===== src/common/qsr_pkg.sv =====
// Behaviour
// - writing one to control bit 15 resets transmit, receive, negotiation
// - control bit 14 loops transmit output back into receive inputs
// - control bit 12 enables negotiation; when clear it does not run
// - control bit 9 restarts negotiation only when enabled, then self-clears
// - status bit 8 always reads one: extended status register present
// - status bit 6 reads one; frames without preamble are accepted
// - status bit 5 shows negotiation complete, zero if running or disabled
// - status bit 4 shows a detected remote fault
// - status bit 3 always reads one: negotiation capable
// - status bit 2 shows a valid link, zero without one
// - status bit 0 always reads one: extended registers present
// - registers reached by clause 22 frames at a configurable address
// - reserved bits read zero; controller writes zero to them
// - reset input takes effect at once; only its release is delayed through the two-stage pipe
`default_nettype none
package qsr_pkg;
  // register map
  localparam logic [4:0]  REG_CTRL         = 5'h00;
  localparam logic [4:0]  REG_STATUS       = 5'h01;
  localparam logic [15:0] CTRL_RESET       = 16'h0000;
  localparam logic [15:0] STATUS_FIXED     = 16'h0149;
  // control fields
  localparam int          CTRL_SOFT_RESET  = 15;
  localparam int          CTRL_LOOPBACK    = 14;
  localparam int          CTRL_AN_ENABLE   = 12;
  localparam int          CTRL_AN_RESTART  = 9;
  // status fields
  localparam int          STS_EXT_STATUS   = 8;
  localparam int          STS_PRE_SKIP     = 6;
  localparam int          STS_AN_COMPLETE  = 5;
  localparam int          STS_REMOTE_FAULT = 4;
  localparam int          STS_AN_CAPABLE   = 3;
  localparam int          STS_LINK_UP      = 2;
  localparam int          STS_EXT_REGS     = 0;
  // frame layout
  localparam logic [1:0]  OP_READ          = 2'h2;
  localparam logic [1:0]  OP_WRITE         = 2'h1;
  localparam logic [3:0]  HDR_LAST         = 4'hB;
  localparam logic [3:0]  DATA_LAST        = 4'hF;
  localparam int          PIN_STAGES       = 3;
  localparam int          RST_STAGES       = 2;

  typedef enum logic [1:0] {
    ST_IDLE,
    ST_HDR,
    ST_TA,
    ST_DATA
  } qsr_state_type;

  typedef struct packed {
    logic autoneg_complete;
    logic remote_fault_seen;
    logic link_up;
  } qsr_link_status_type;
endpackage : qsr_pkg
`default_nettype wire


===== src/core/qsr_mgmt_regs.sv =====
`default_nettype none
module qsr_mgmt_regs (
  // clock and reset
  input  wire logic                         clk_sys_in,
  input  wire logic                         reset_in,
  // management pins
  input  wire logic                         mdc_in,
  input  wire logic                         mdio_in,
  output var  logic                         mdio_out,
  output var  logic                         mdio_oe_n_out,
  input  wire logic [4:0]                   phy_addr_in,
  // datapath status
  input  wire qsr_pkg::qsr_link_status_type link_status_in,
  // datapath control
  output var  logic                         core_soft_reset_out,
  output var  logic                         loopback_enable_out,
  output var  logic                         autoneg_enable_out,
  output var  logic                         autoneg_restart_out
);

  // reset and pin synchronisers
  logic [qsr_pkg::RST_STAGES-1:0] rst_pipe_q, rst_pipe_d;
  logic                           rst;
  logic [qsr_pkg::PIN_STAGES-1:0] mdc_s_q, mdc_s_d;
  logic [qsr_pkg::PIN_STAGES-1:0] mdio_s_q, mdio_s_d;
  logic [qsr_pkg::PIN_STAGES-1:0] st_s_q [3];
  logic [qsr_pkg::PIN_STAGES-1:0] st_s_d [3];
  logic [2:0]                     st_f_q, st_f_d;
  logic                           mdc_f_q, mdc_f_d;
  logic                           mdio_f_q, mdio_f_d;
  logic                           mdc_rise;
  logic                           bit_in;
  logic [2:0]                     st_raw;

  assign rst    = reset_in | rst_pipe_q[qsr_pkg::RST_STAGES-1];
  assign st_raw = {link_status_in.autoneg_complete,
                   link_status_in.remote_fault_seen,
                   link_status_in.link_up};

  // edge counts only once stages two and three agree
  assign mdc_rise = (mdc_s_q[1] == mdc_s_q[2]) & mdc_s_q[2] & ~mdc_f_q;
  assign bit_in   = (mdio_s_q[1] == mdio_s_q[2]) ? mdio_s_q[2] : mdio_f_q;

  always_comb begin
    rst_pipe_d = {rst_pipe_q[qsr_pkg::RST_STAGES-2:0], 1'b0};
    mdc_s_d    = {mdc_s_q[qsr_pkg::PIN_STAGES-2:0], mdc_in};
    mdio_s_d   = {mdio_s_q[qsr_pkg::PIN_STAGES-2:0], mdio_in};
    mdc_f_d    = (mdc_s_q[1] == mdc_s_q[2]) ? mdc_s_q[2] : mdc_f_q;
    mdio_f_d   = bit_in;
    for (int i = 0; i < 3; i++) begin
      st_s_d[i] = {st_s_q[i][qsr_pkg::PIN_STAGES-2:0], st_raw[i]};
      st_f_d[i] = (st_s_q[i][1] == st_s_q[i][2]) ? st_s_q[i][2] : st_f_q[i];
    end
  end

  always_ff @(posedge clk_sys_in) begin
    if (reset_in) begin
      rst_pipe_q <= '1;
    end else begin
      rst_pipe_q <= rst_pipe_d;
    end
    mdc_s_q  <= mdc_s_d;
    mdio_s_q <= mdio_s_d;
    st_s_q   <= st_s_d;
    if (rst) begin
      mdc_f_q  <= 1'b0;
      mdio_f_q <= 1'b1;
      st_f_q   <= 3'h0;
    end else begin
      mdc_f_q  <= mdc_f_d;
      mdio_f_q <= mdio_f_d;
      st_f_q   <= st_f_d;
    end
  end

  // register read decode
  function automatic logic [15:0] read_word(input logic [4:0] regad,
                                            input logic       loop,
                                            input logic       autoneg_enable,
                                            input logic [2:0] st);
    logic [15:0] w;
    w = 16'h0000;
    if (regad == qsr_pkg::REG_CTRL) begin
      w[qsr_pkg::CTRL_LOOPBACK]  = loop;
      w[qsr_pkg::CTRL_AN_ENABLE] = autoneg_enable;
    end else if (regad == qsr_pkg::REG_STATUS) begin
      w = qsr_pkg::STATUS_FIXED;
      w[qsr_pkg::STS_AN_COMPLETE]  = st[2] & autoneg_enable;
      w[qsr_pkg::STS_REMOTE_FAULT] = st[1];
      w[qsr_pkg::STS_LINK_UP]      = st[0];
    end
    return w;
  endfunction : read_word

  // frame engine
  qsr_pkg::qsr_state_type state_q, state_d;
  logic [3:0]  cnt_q, cnt_d;
  logic [11:0] hdr_q, hdr_d;
  logic [15:0] sh_q, sh_d;
  logic        prev_q, prev_d;
  logic        rd_q, rd_d;
  logic        hit_q, hit_d;
  logic [4:0]  regad_q, regad_d;
  logic        mdo_q, mdo_d;
  logic        oe_n_q, oe_n_d;
  logic        loop_q, loop_d;
  logic        autoneg_enable_q, autoneg_enable_d;
  logic        srst_q, srst_d;
  logic        rstrt_q, rstrt_d;
  logic [15:0] wdata;

  always_comb begin
    state_d = state_q;
    cnt_d   = cnt_q;
    hdr_d   = hdr_q;
    sh_d    = sh_q;
    prev_d  = prev_q;
    rd_d    = rd_q;
    hit_d   = hit_q;
    regad_d = regad_q;
    mdo_d   = mdo_q;
    oe_n_d  = oe_n_q;
    loop_d  = loop_q;
    autoneg_enable_d = autoneg_enable_q;
    srst_d  = 1'b0;
    rstrt_d = 1'b0;
    wdata   = {sh_q[14:0], bit_in};
    if (mdc_rise) begin
      case (state_q)
        qsr_pkg::ST_IDLE: begin
          prev_d = bit_in;
          if (!prev_q && bit_in) begin
            state_d = qsr_pkg::ST_HDR;
            cnt_d   = 4'h0;
          end
        end
        qsr_pkg::ST_HDR: begin
          hdr_d = {hdr_q[10:0], bit_in};
          cnt_d = cnt_q + 4'h1;
          if (cnt_q == qsr_pkg::HDR_LAST) begin
            // address match and clause 22 opcode
            rd_d    = hdr_d[11:10] == qsr_pkg::OP_READ;
            hit_d   = (hdr_d[9:5] == phy_addr_in) &&
                      (hdr_d[11:10] == qsr_pkg::OP_READ ||
                       hdr_d[11:10] == qsr_pkg::OP_WRITE);
            regad_d = hdr_d[4:0];
            state_d = qsr_pkg::ST_TA;
            cnt_d   = 4'h0;
          end
        end
        qsr_pkg::ST_TA: begin
          cnt_d = cnt_q + 4'h1;
          if (cnt_q == 4'h0) begin
            // snapshot so a read sees one coherent word
            sh_d = read_word(regad_q, loop_q, autoneg_enable_q, st_f_q);
            if (rd_q && hit_q) begin
              mdo_d  = 1'b0;
              oe_n_d = 1'b0;
            end
          end else begin
            state_d = qsr_pkg::ST_DATA;
            cnt_d   = 4'h0;
            if (rd_q && hit_q) begin
              mdo_d = sh_q[15];
              sh_d  = {sh_q[14:0], 1'b0};
            end
          end
        end
        qsr_pkg::ST_DATA: begin
          cnt_d = cnt_q + 4'h1;
          if (rd_q) begin
            mdo_d = sh_q[15];
            sh_d  = {sh_q[14:0], 1'b0};
          end else begin
            sh_d = wdata;
          end
          if (cnt_q == qsr_pkg::DATA_LAST) begin
            state_d = qsr_pkg::ST_IDLE;
            prev_d  = 1'b1;
            mdo_d   = 1'b1;
            oe_n_d  = 1'b1;
            if (!rd_q && hit_q && regad_q == qsr_pkg::REG_CTRL) begin
              loop_d  = wdata[qsr_pkg::CTRL_LOOPBACK];
              autoneg_enable_d = wdata[qsr_pkg::CTRL_AN_ENABLE];
              srst_d  = wdata[qsr_pkg::CTRL_SOFT_RESET];
              rstrt_d = wdata[qsr_pkg::CTRL_AN_RESTART] &
                        wdata[qsr_pkg::CTRL_AN_ENABLE];
            end
          end
        end
        default: begin
          state_d = qsr_pkg::ST_IDLE;
          oe_n_d  = 1'b1;
        end
      endcase
    end
  end

  always_ff @(posedge clk_sys_in) begin
    if (rst) begin
      state_q <= qsr_pkg::ST_IDLE;
      cnt_q   <= 4'h0;
      hdr_q   <= 12'h000;
      sh_q    <= 16'h0000;
      prev_q  <= 1'b1;
      rd_q    <= 1'b0;
      hit_q   <= 1'b0;
      regad_q <= 5'h00;
      mdo_q   <= 1'b1;
      oe_n_q  <= 1'b1;
      loop_q  <= qsr_pkg::CTRL_RESET[qsr_pkg::CTRL_LOOPBACK];
      autoneg_enable_q <= qsr_pkg::CTRL_RESET[qsr_pkg::CTRL_AN_ENABLE];
      srst_q  <= 1'b0;
      rstrt_q <= 1'b0;
    end else begin
      state_q <= state_d;
      cnt_q   <= cnt_d;
      hdr_q   <= hdr_d;
      sh_q    <= sh_d;
      prev_q  <= prev_d;
      rd_q    <= rd_d;
      hit_q   <= hit_d;
      regad_q <= regad_d;
      mdo_q   <= mdo_d;
      oe_n_q  <= oe_n_d;
      loop_q  <= loop_d;
      autoneg_enable_q <= autoneg_enable_d;
      srst_q  <= srst_d;
      rstrt_q <= rstrt_d;
    end
  end

  assign mdio_out            = mdo_q;
  assign mdio_oe_n_out       = oe_n_q;
  assign core_soft_reset_out = srst_q;
  assign loopback_enable_out = loop_q;
  assign autoneg_enable_out  = autoneg_enable_q;
  assign autoneg_restart_out = rstrt_q;

  // checks
  logic [15:0] ctrl_view, sts_view;
  assign ctrl_view = read_word(qsr_pkg::REG_CTRL, loop_q, autoneg_enable_q, st_f_q);
  assign sts_view  = read_word(qsr_pkg::REG_STATUS, loop_q, autoneg_enable_q, st_f_q);
endmodule : qsr_mgmt_regs
`default_nettype wire


===== config.mk =====
export PLATFORM = sky130hd
export DESIGN_NAME = qsr_mgmt_regs
export DESIGN_NICKNAME = d
export VERILOG_FILES = /design/src/common/qsr_pkg.sv /design/src/core/qsr_mgmt_regs.sv
export SDC_FILE = /design/constraint.sdc
export NUM_CORES = 1
export LEC_CHECK = 0
export ABC_CLOCK_PERIOD_IN_PS = 2700
export BUFFER_PORTS_ARGS = -buffer_cell sky130_fd_sc_hd__buf_2
export CORE_AREA = 2 2 73 75
export CTS_CLUSTER_DIAMETER = 100
export DETAILED_ROUTE_END_ITERATION = 7
export DIE_AREA = 0 0 75 77
export GPL_TIMING_DRIVEN = 0
export PLACE_DENSITY_LB_ADDON = 0.1
export SYNTH_ARGS = -nofsm -noshare
export SYNTH_HDL_FRONTEND = slang
export SYNTH_SLANG_ARGS = --single-unit

===== constraint.sdc =====
create_clock -name clk_sys_in -period 2.7 [get_ports clk_sys_in]
set_input_delay 0.405 -clock clk_sys_in [delete_from_list [all_inputs] [get_ports clk_sys_in]]
set_output_delay 0.405 -clock clk_sys_in [all_outputs]
set_load 0.005 [all_outputs]

Word level (Yosys, flattened, before mapping) --
Cells that the tools add are included.
Cells by class: bitwise operators 10, eq/ne operators 22, $add $sub $neg 1, reductions and logical operators 23, multiplexer cells 31
Operator list (number):
- $mux 16 | 2
- $pmux 16 s2 | 1
- $pmux 4 s4 | 1
- $mux 1 | 14
- $mux 12 | 1
- $mux 4 | 3
- $ne 2x2->1 const B | 6
- $reduce_and 5->1 | 2
- $mux 9 | 1
- $reduce_and 3->1 | 3
- $eq 4x4->1 const B | 2
- $mux 2 | 4
- $pmux 2 s4 | 1
- $reduce_and 4->1 | 2
- $eq 2x2->1 const B | 3
- $ne 3x3->1 const B | 2
- $pmux 1 s2 | 3
- $eq 1x1->1 | 5
- $eq 5x1->1 const B | 1
- $eq 5x5->1 | 1
- $logic_and 1x1->1 | 5
- $logic_not 5->1 | 1
- $not 1->1 | 5
- $reduce_or 5->1 | 1
- 10 further kinds | 17
Word-level totals: bits of input ports 12, register bits 69, word-level logic and storage cells 113, output and inout port bits 6

Longest topological paths before layout --
word-level depth 5, mapped depth 8, depth with buffers taken out 6

Worst setup path before layout --
Ideal clock, no wire load.
kind register -> register, start point register state_q[0], end point register cnt_q[1], library setup time 0.140 ns, required time 2.560 ns, slack 0.823 ns, arrival time 1.737 ns, stages on the path, launching flop included 8, period minus slack after synthesis 1.877 ns, path buffers 1, cell sequence dfxtp_1 -> inv_1 -> ha_1 -> clkbuf_1 -> nor4bb_1 -> a2111oi_1 -> or2_2 -> o32ai_1
On the way: longest elaborated chain between the ends 3, elaborated cells on any way between the ends 7, those cells by class eq/ne (4); mux (1); reduce/logical (2)
Ends and longest elaborated chain:
- start, declared | line qsr_mgmt_regs.sv:96 | qsr_pkg::qsr_state_type state_q, state_d;
- start signal, assigned | line qsr_mgmt_regs.sv:201 | state_q <= qsr_pkg::ST_IDLE;
- start signal, assigned | line qsr_mgmt_regs.sv:216 | state_q <= state_d;
- $logic_not 2->1 | line qsr_mgmt_regs.sv:129 | case (state_q)
- $ne 2x2->1 (no source line)
- $reduce_and 2->1 (no source line)
- end signal, assigned | line qsr_mgmt_regs.sv:217 | cnt_q <= cnt_d;
- end, declared | line qsr_mgmt_regs.sv:97 | logic [3:0] cnt_q, cnt_d;
Parallel ways exist; a longest one is shown, timed or not. A chain may end at the register's enable or synchronous reset.

Worst setup path in the final report --
Same ends and word-level chain as after synthesis.

==> results by group <==
Outcome
  – Outcome: complete, no violations

Floorplan
  – Site Rows: 26
  – Die Area: a little under 0.006 mm2
  – CORE AREA: 0.004977 mm2
  – Die Y: roughly 77 um
  – Top Ports: 18
  – Die width: about 75 um
  – Initial Utilization: a little over half

STA
  – Slew Limit Fails: 0
  – Tmin final: about 2200 ps
  – Max Clk Rate: between 400 and 500 MHz
  – Setup slack after layout: between 500 and 600 ps
  – Tcrit/Tclk final: 81.27%
  – Slew @ Worst Pin: 745.5 ps
  – RSZ-0062 raised after global routing: false
  – Slew Limit Headroom: around half
  – Final hold violations: 0
  – # setup viols final: 0
  – Setup TNS: 0 ps
  – Fin Clk Skew: between 7 and 8 ps

Route
  – Vias per inst: between 5 and 6
  – Routed vias: around 2100
  – Wire per inst: between 10 and 15 um
  – DRT antenna net count: 0
  – Routed WL: about 5300 um
  – DRC viols: 0
  – Initial DRC Count: 90
  – TritonRoute pass-1 iters: 4

Power and ir drop
  – Power Density: 669.2 mW/mm2
  – Total power: approximately 2100 uW
  – P_int: 1686 uW
  – Switching Power: 414.6 uW
  – Leak: approximately 0.0012 uW
  – Peak supply drop: approximately 0.61 mV
  – Clock share of power: between 40 and 50%
  – Comb pwr share: approximately 1.9%
  – Sw frac: about a fifth
  – Reg power frac: about half

Clock network
  – Post-CTS sizing: 0
  – Clk pin slew, worst setup/hold paths: 70 ps
  – Clock buffer count from CTS: 9
  – Clock latency on the worst-skew pair: around 350 ps
  – CTS Root Buffer Type: clkbuf_8
  – Hold Buf Count CTS: 0
  – H-Tree Level Count: 3
  – CTS tree: built
  – Setup bufs post-CTS: 0
  – Clock Tree Buf Depth: 2
  – Clock sink count: a little under 70

Cells and area
  – Layout Nets: around 330
  – Layout Area Growth over Synthesis: 15.36%
  – # fillers: about 430
  – Final instance area: between 0.003 and 0.004 mm2
  – Diodes inserted: 0
  – Share of layout cells above drive strength 1: between 10% and 20%
  – Final Util: between 60% and 70%

Worst hold path
  – Hold crit path type: primary input to flip-flop
  – Hold Crit Start: link_status_in[1]

Yosys
  – Syn nets: 306
  – Largest area contributor in the netlist: dfxtp_1
  – Cells after Synth: around 290
  – Synth top area share: about half
  – Top post-synthesis cells by count: dfxtp_1, a21oi_1, nor2_1, nand2_1
  – Synth warn: 0
  – Sequential cell area fraction in the yosys report: about half
  – Count leader, synth: dfxtp_1
  – Most used DFF post-synth: dfxtp_1
  – Largest cells by area after synthesis: dfxtp_1, mux2i_1, a21oi_1
  – Post-synthesis register bit count: 69
  – Ys async rst share: 0%
  – Avg Synthesized Cell Area: roughly 9.5 um2
  – EDFF count, synth: 0
  – Distinct cell type count after synthesis: 44
  – Cell Area, Synth: approximately 0.0027 mm2

Setup path
  – Max Fanout on Critical Path: 8
  – Setup CP Type: flip-flop to flip-flop
  – CP max stage cell: a2111oi_1
  – CP Capture Type: flip-flop
  – Crit path cell chain: inv_1 > ha_1 > clkbuf_1 > nor4bb_1 > a2111oi_1 > or2_2 > o32ai_1
  – R2r startpoint: state_q[0]
  – Reg-to-reg slack, setup: 510 ps
  – Slowest stage delay, CP: 670 ps
  – CP Launch Point: state_q[0]
  – Crit path arrival time: about 2400 ps
  – Critical path launch point type: flip-flop
  – Worst path required time: 2920 ps

GRT
  – Largest net degree at the start of global routing: 13
  – Total gr overflow: 0
  – Global-route wire length before repair: about 9000 um
  – Antenna violations before repair: 0
  – Vias in the first global route: between 1500 and 2000
  – GRT Total Usage: approximately a fifth

Placed design
  – DPL Wire Length: ~3700 um
  – Port Buf Inserts: 17
  – Dpl ws: 554.8 ps
  – Placer congestion estimate: approximately 0.74
  – Placed cell areas: roughly 0.0029 mm2

Job
  – Max Cap Viol: 0
[path summary, 6_finish.rpt]
check | end | cells past startpoint
worst max-delay path | cnt_q[1] | 7
worst min-delay path | st_s_d[4] | 1
worst max register to register | cnt_q[1] | 7
worst min register to register | st_s_d[8] | 0
[worst max-delay path: cells and delay by family (launching register included)]
kind / cells / cell delay [ps]
AO/OA/AOI/OAI: 2 / 750
buffers and inverters: 2 / 300
AND/OR/NAND/NOR: 2 / 450
adder cells (fa/ha/maj): 1 / 200
flip-flops: 1 / 380
[per-stage QoR]
step	hold slack (ps)	std cells
2_1_floorplan	309.6	285
3_3_place_gp	309.7	372
3_5_place_dp	314.3	372
4_1_cts	149.3	387
5_1_grt	139.2	387
6_report	157.2	387
[layout make-up]
class	count	area [um2]	area share, %
buffer	15	76.32	2.431
inverter	7	26.28	0.8370
sequential	69	1381	44.00
tap	70	87.58	2.790
clock inverter	5	107.6	3.428
clock buffer	10	137.6	4.384
multi-input combinational	194	1237	39.42
timing repair buffer	17	85.08	2.710
[placed cells by master, fill, tap and decap left out, types with 2 or more instances in the layout]
cell type   n
dfxtp_1    69
a21boi_0    3
a21oi_1    26
nor2_1     26
nand4_1     2
nand3b_1    2
o32ai_1     3
buf_2      21
o21ai_0    15
and3_1      2
nor3_1      2
xor2_1      5
inv_1       7
mux2i_1    17
o22ai_1     2
clkbuf_1    9
nand2b_1    3
a211oi_1    3
nand2_1    24
or2_2       3
a41oi_1     2
or4_1       2
clkbuf_8   10
buf_6       2
nor2b_1     2
bufinv_16   3
a221oi_1    5
o2bb2ai_1   2
or3_1       2
ha_1        9
nand3_1    17
[power groups by stage]
| stage | Clock [uW] | Combinational, uW | Sequential [uW] |
|---|---|---|---|
| floorplan | 0 | 24.5 | 1060 |
| global placement | 0 | 40.0 | 1060 |
| detailed placement | 0 | 40.5 | 1060 |
| CTS | 1040 | 40.7 | 1040 |
| global route | 1090 | 45.6 | 1040 |
| finish | 1020 | 40.5 | 1040 |
[kinds of logic after synthesis]
logic type / synth area share [%]
simple gates: 18.07
flops: 50.76
compound gates: 15.40
buf+inv: 3.770
mux: 6.253
fa+ha+maj: 4.138
xor+xnor: 1.609
[per-layer routing]
layer / global-route usage (%) / wire [um] / part of all wire [%] / vias to the layer above
li1: - / - / - / 1074
met1: 26.72 / 2600 / 49 / 1008
met5: 0 / 0 / 0 / -
met3: 8.147 / 194 / 3.7 / 8
met2: 30.53 / 2428 / 46 / 31
met4: 6.429 / 61 / 1.2 / 0
[sequential cells by signal, indices dropped and copies added, names as in the netlist, 2 cells and up]
signal,flops
mdc_s_q,3
st_s_d,6
sh_q,16
hdr_q,11
mdio_s_q,3
state_q,2
st_f_q,3
cnt_q,4
regad_q,5
st_s_q,3
rst_pipe_q,2
Power figures use the tool's default switching activity.
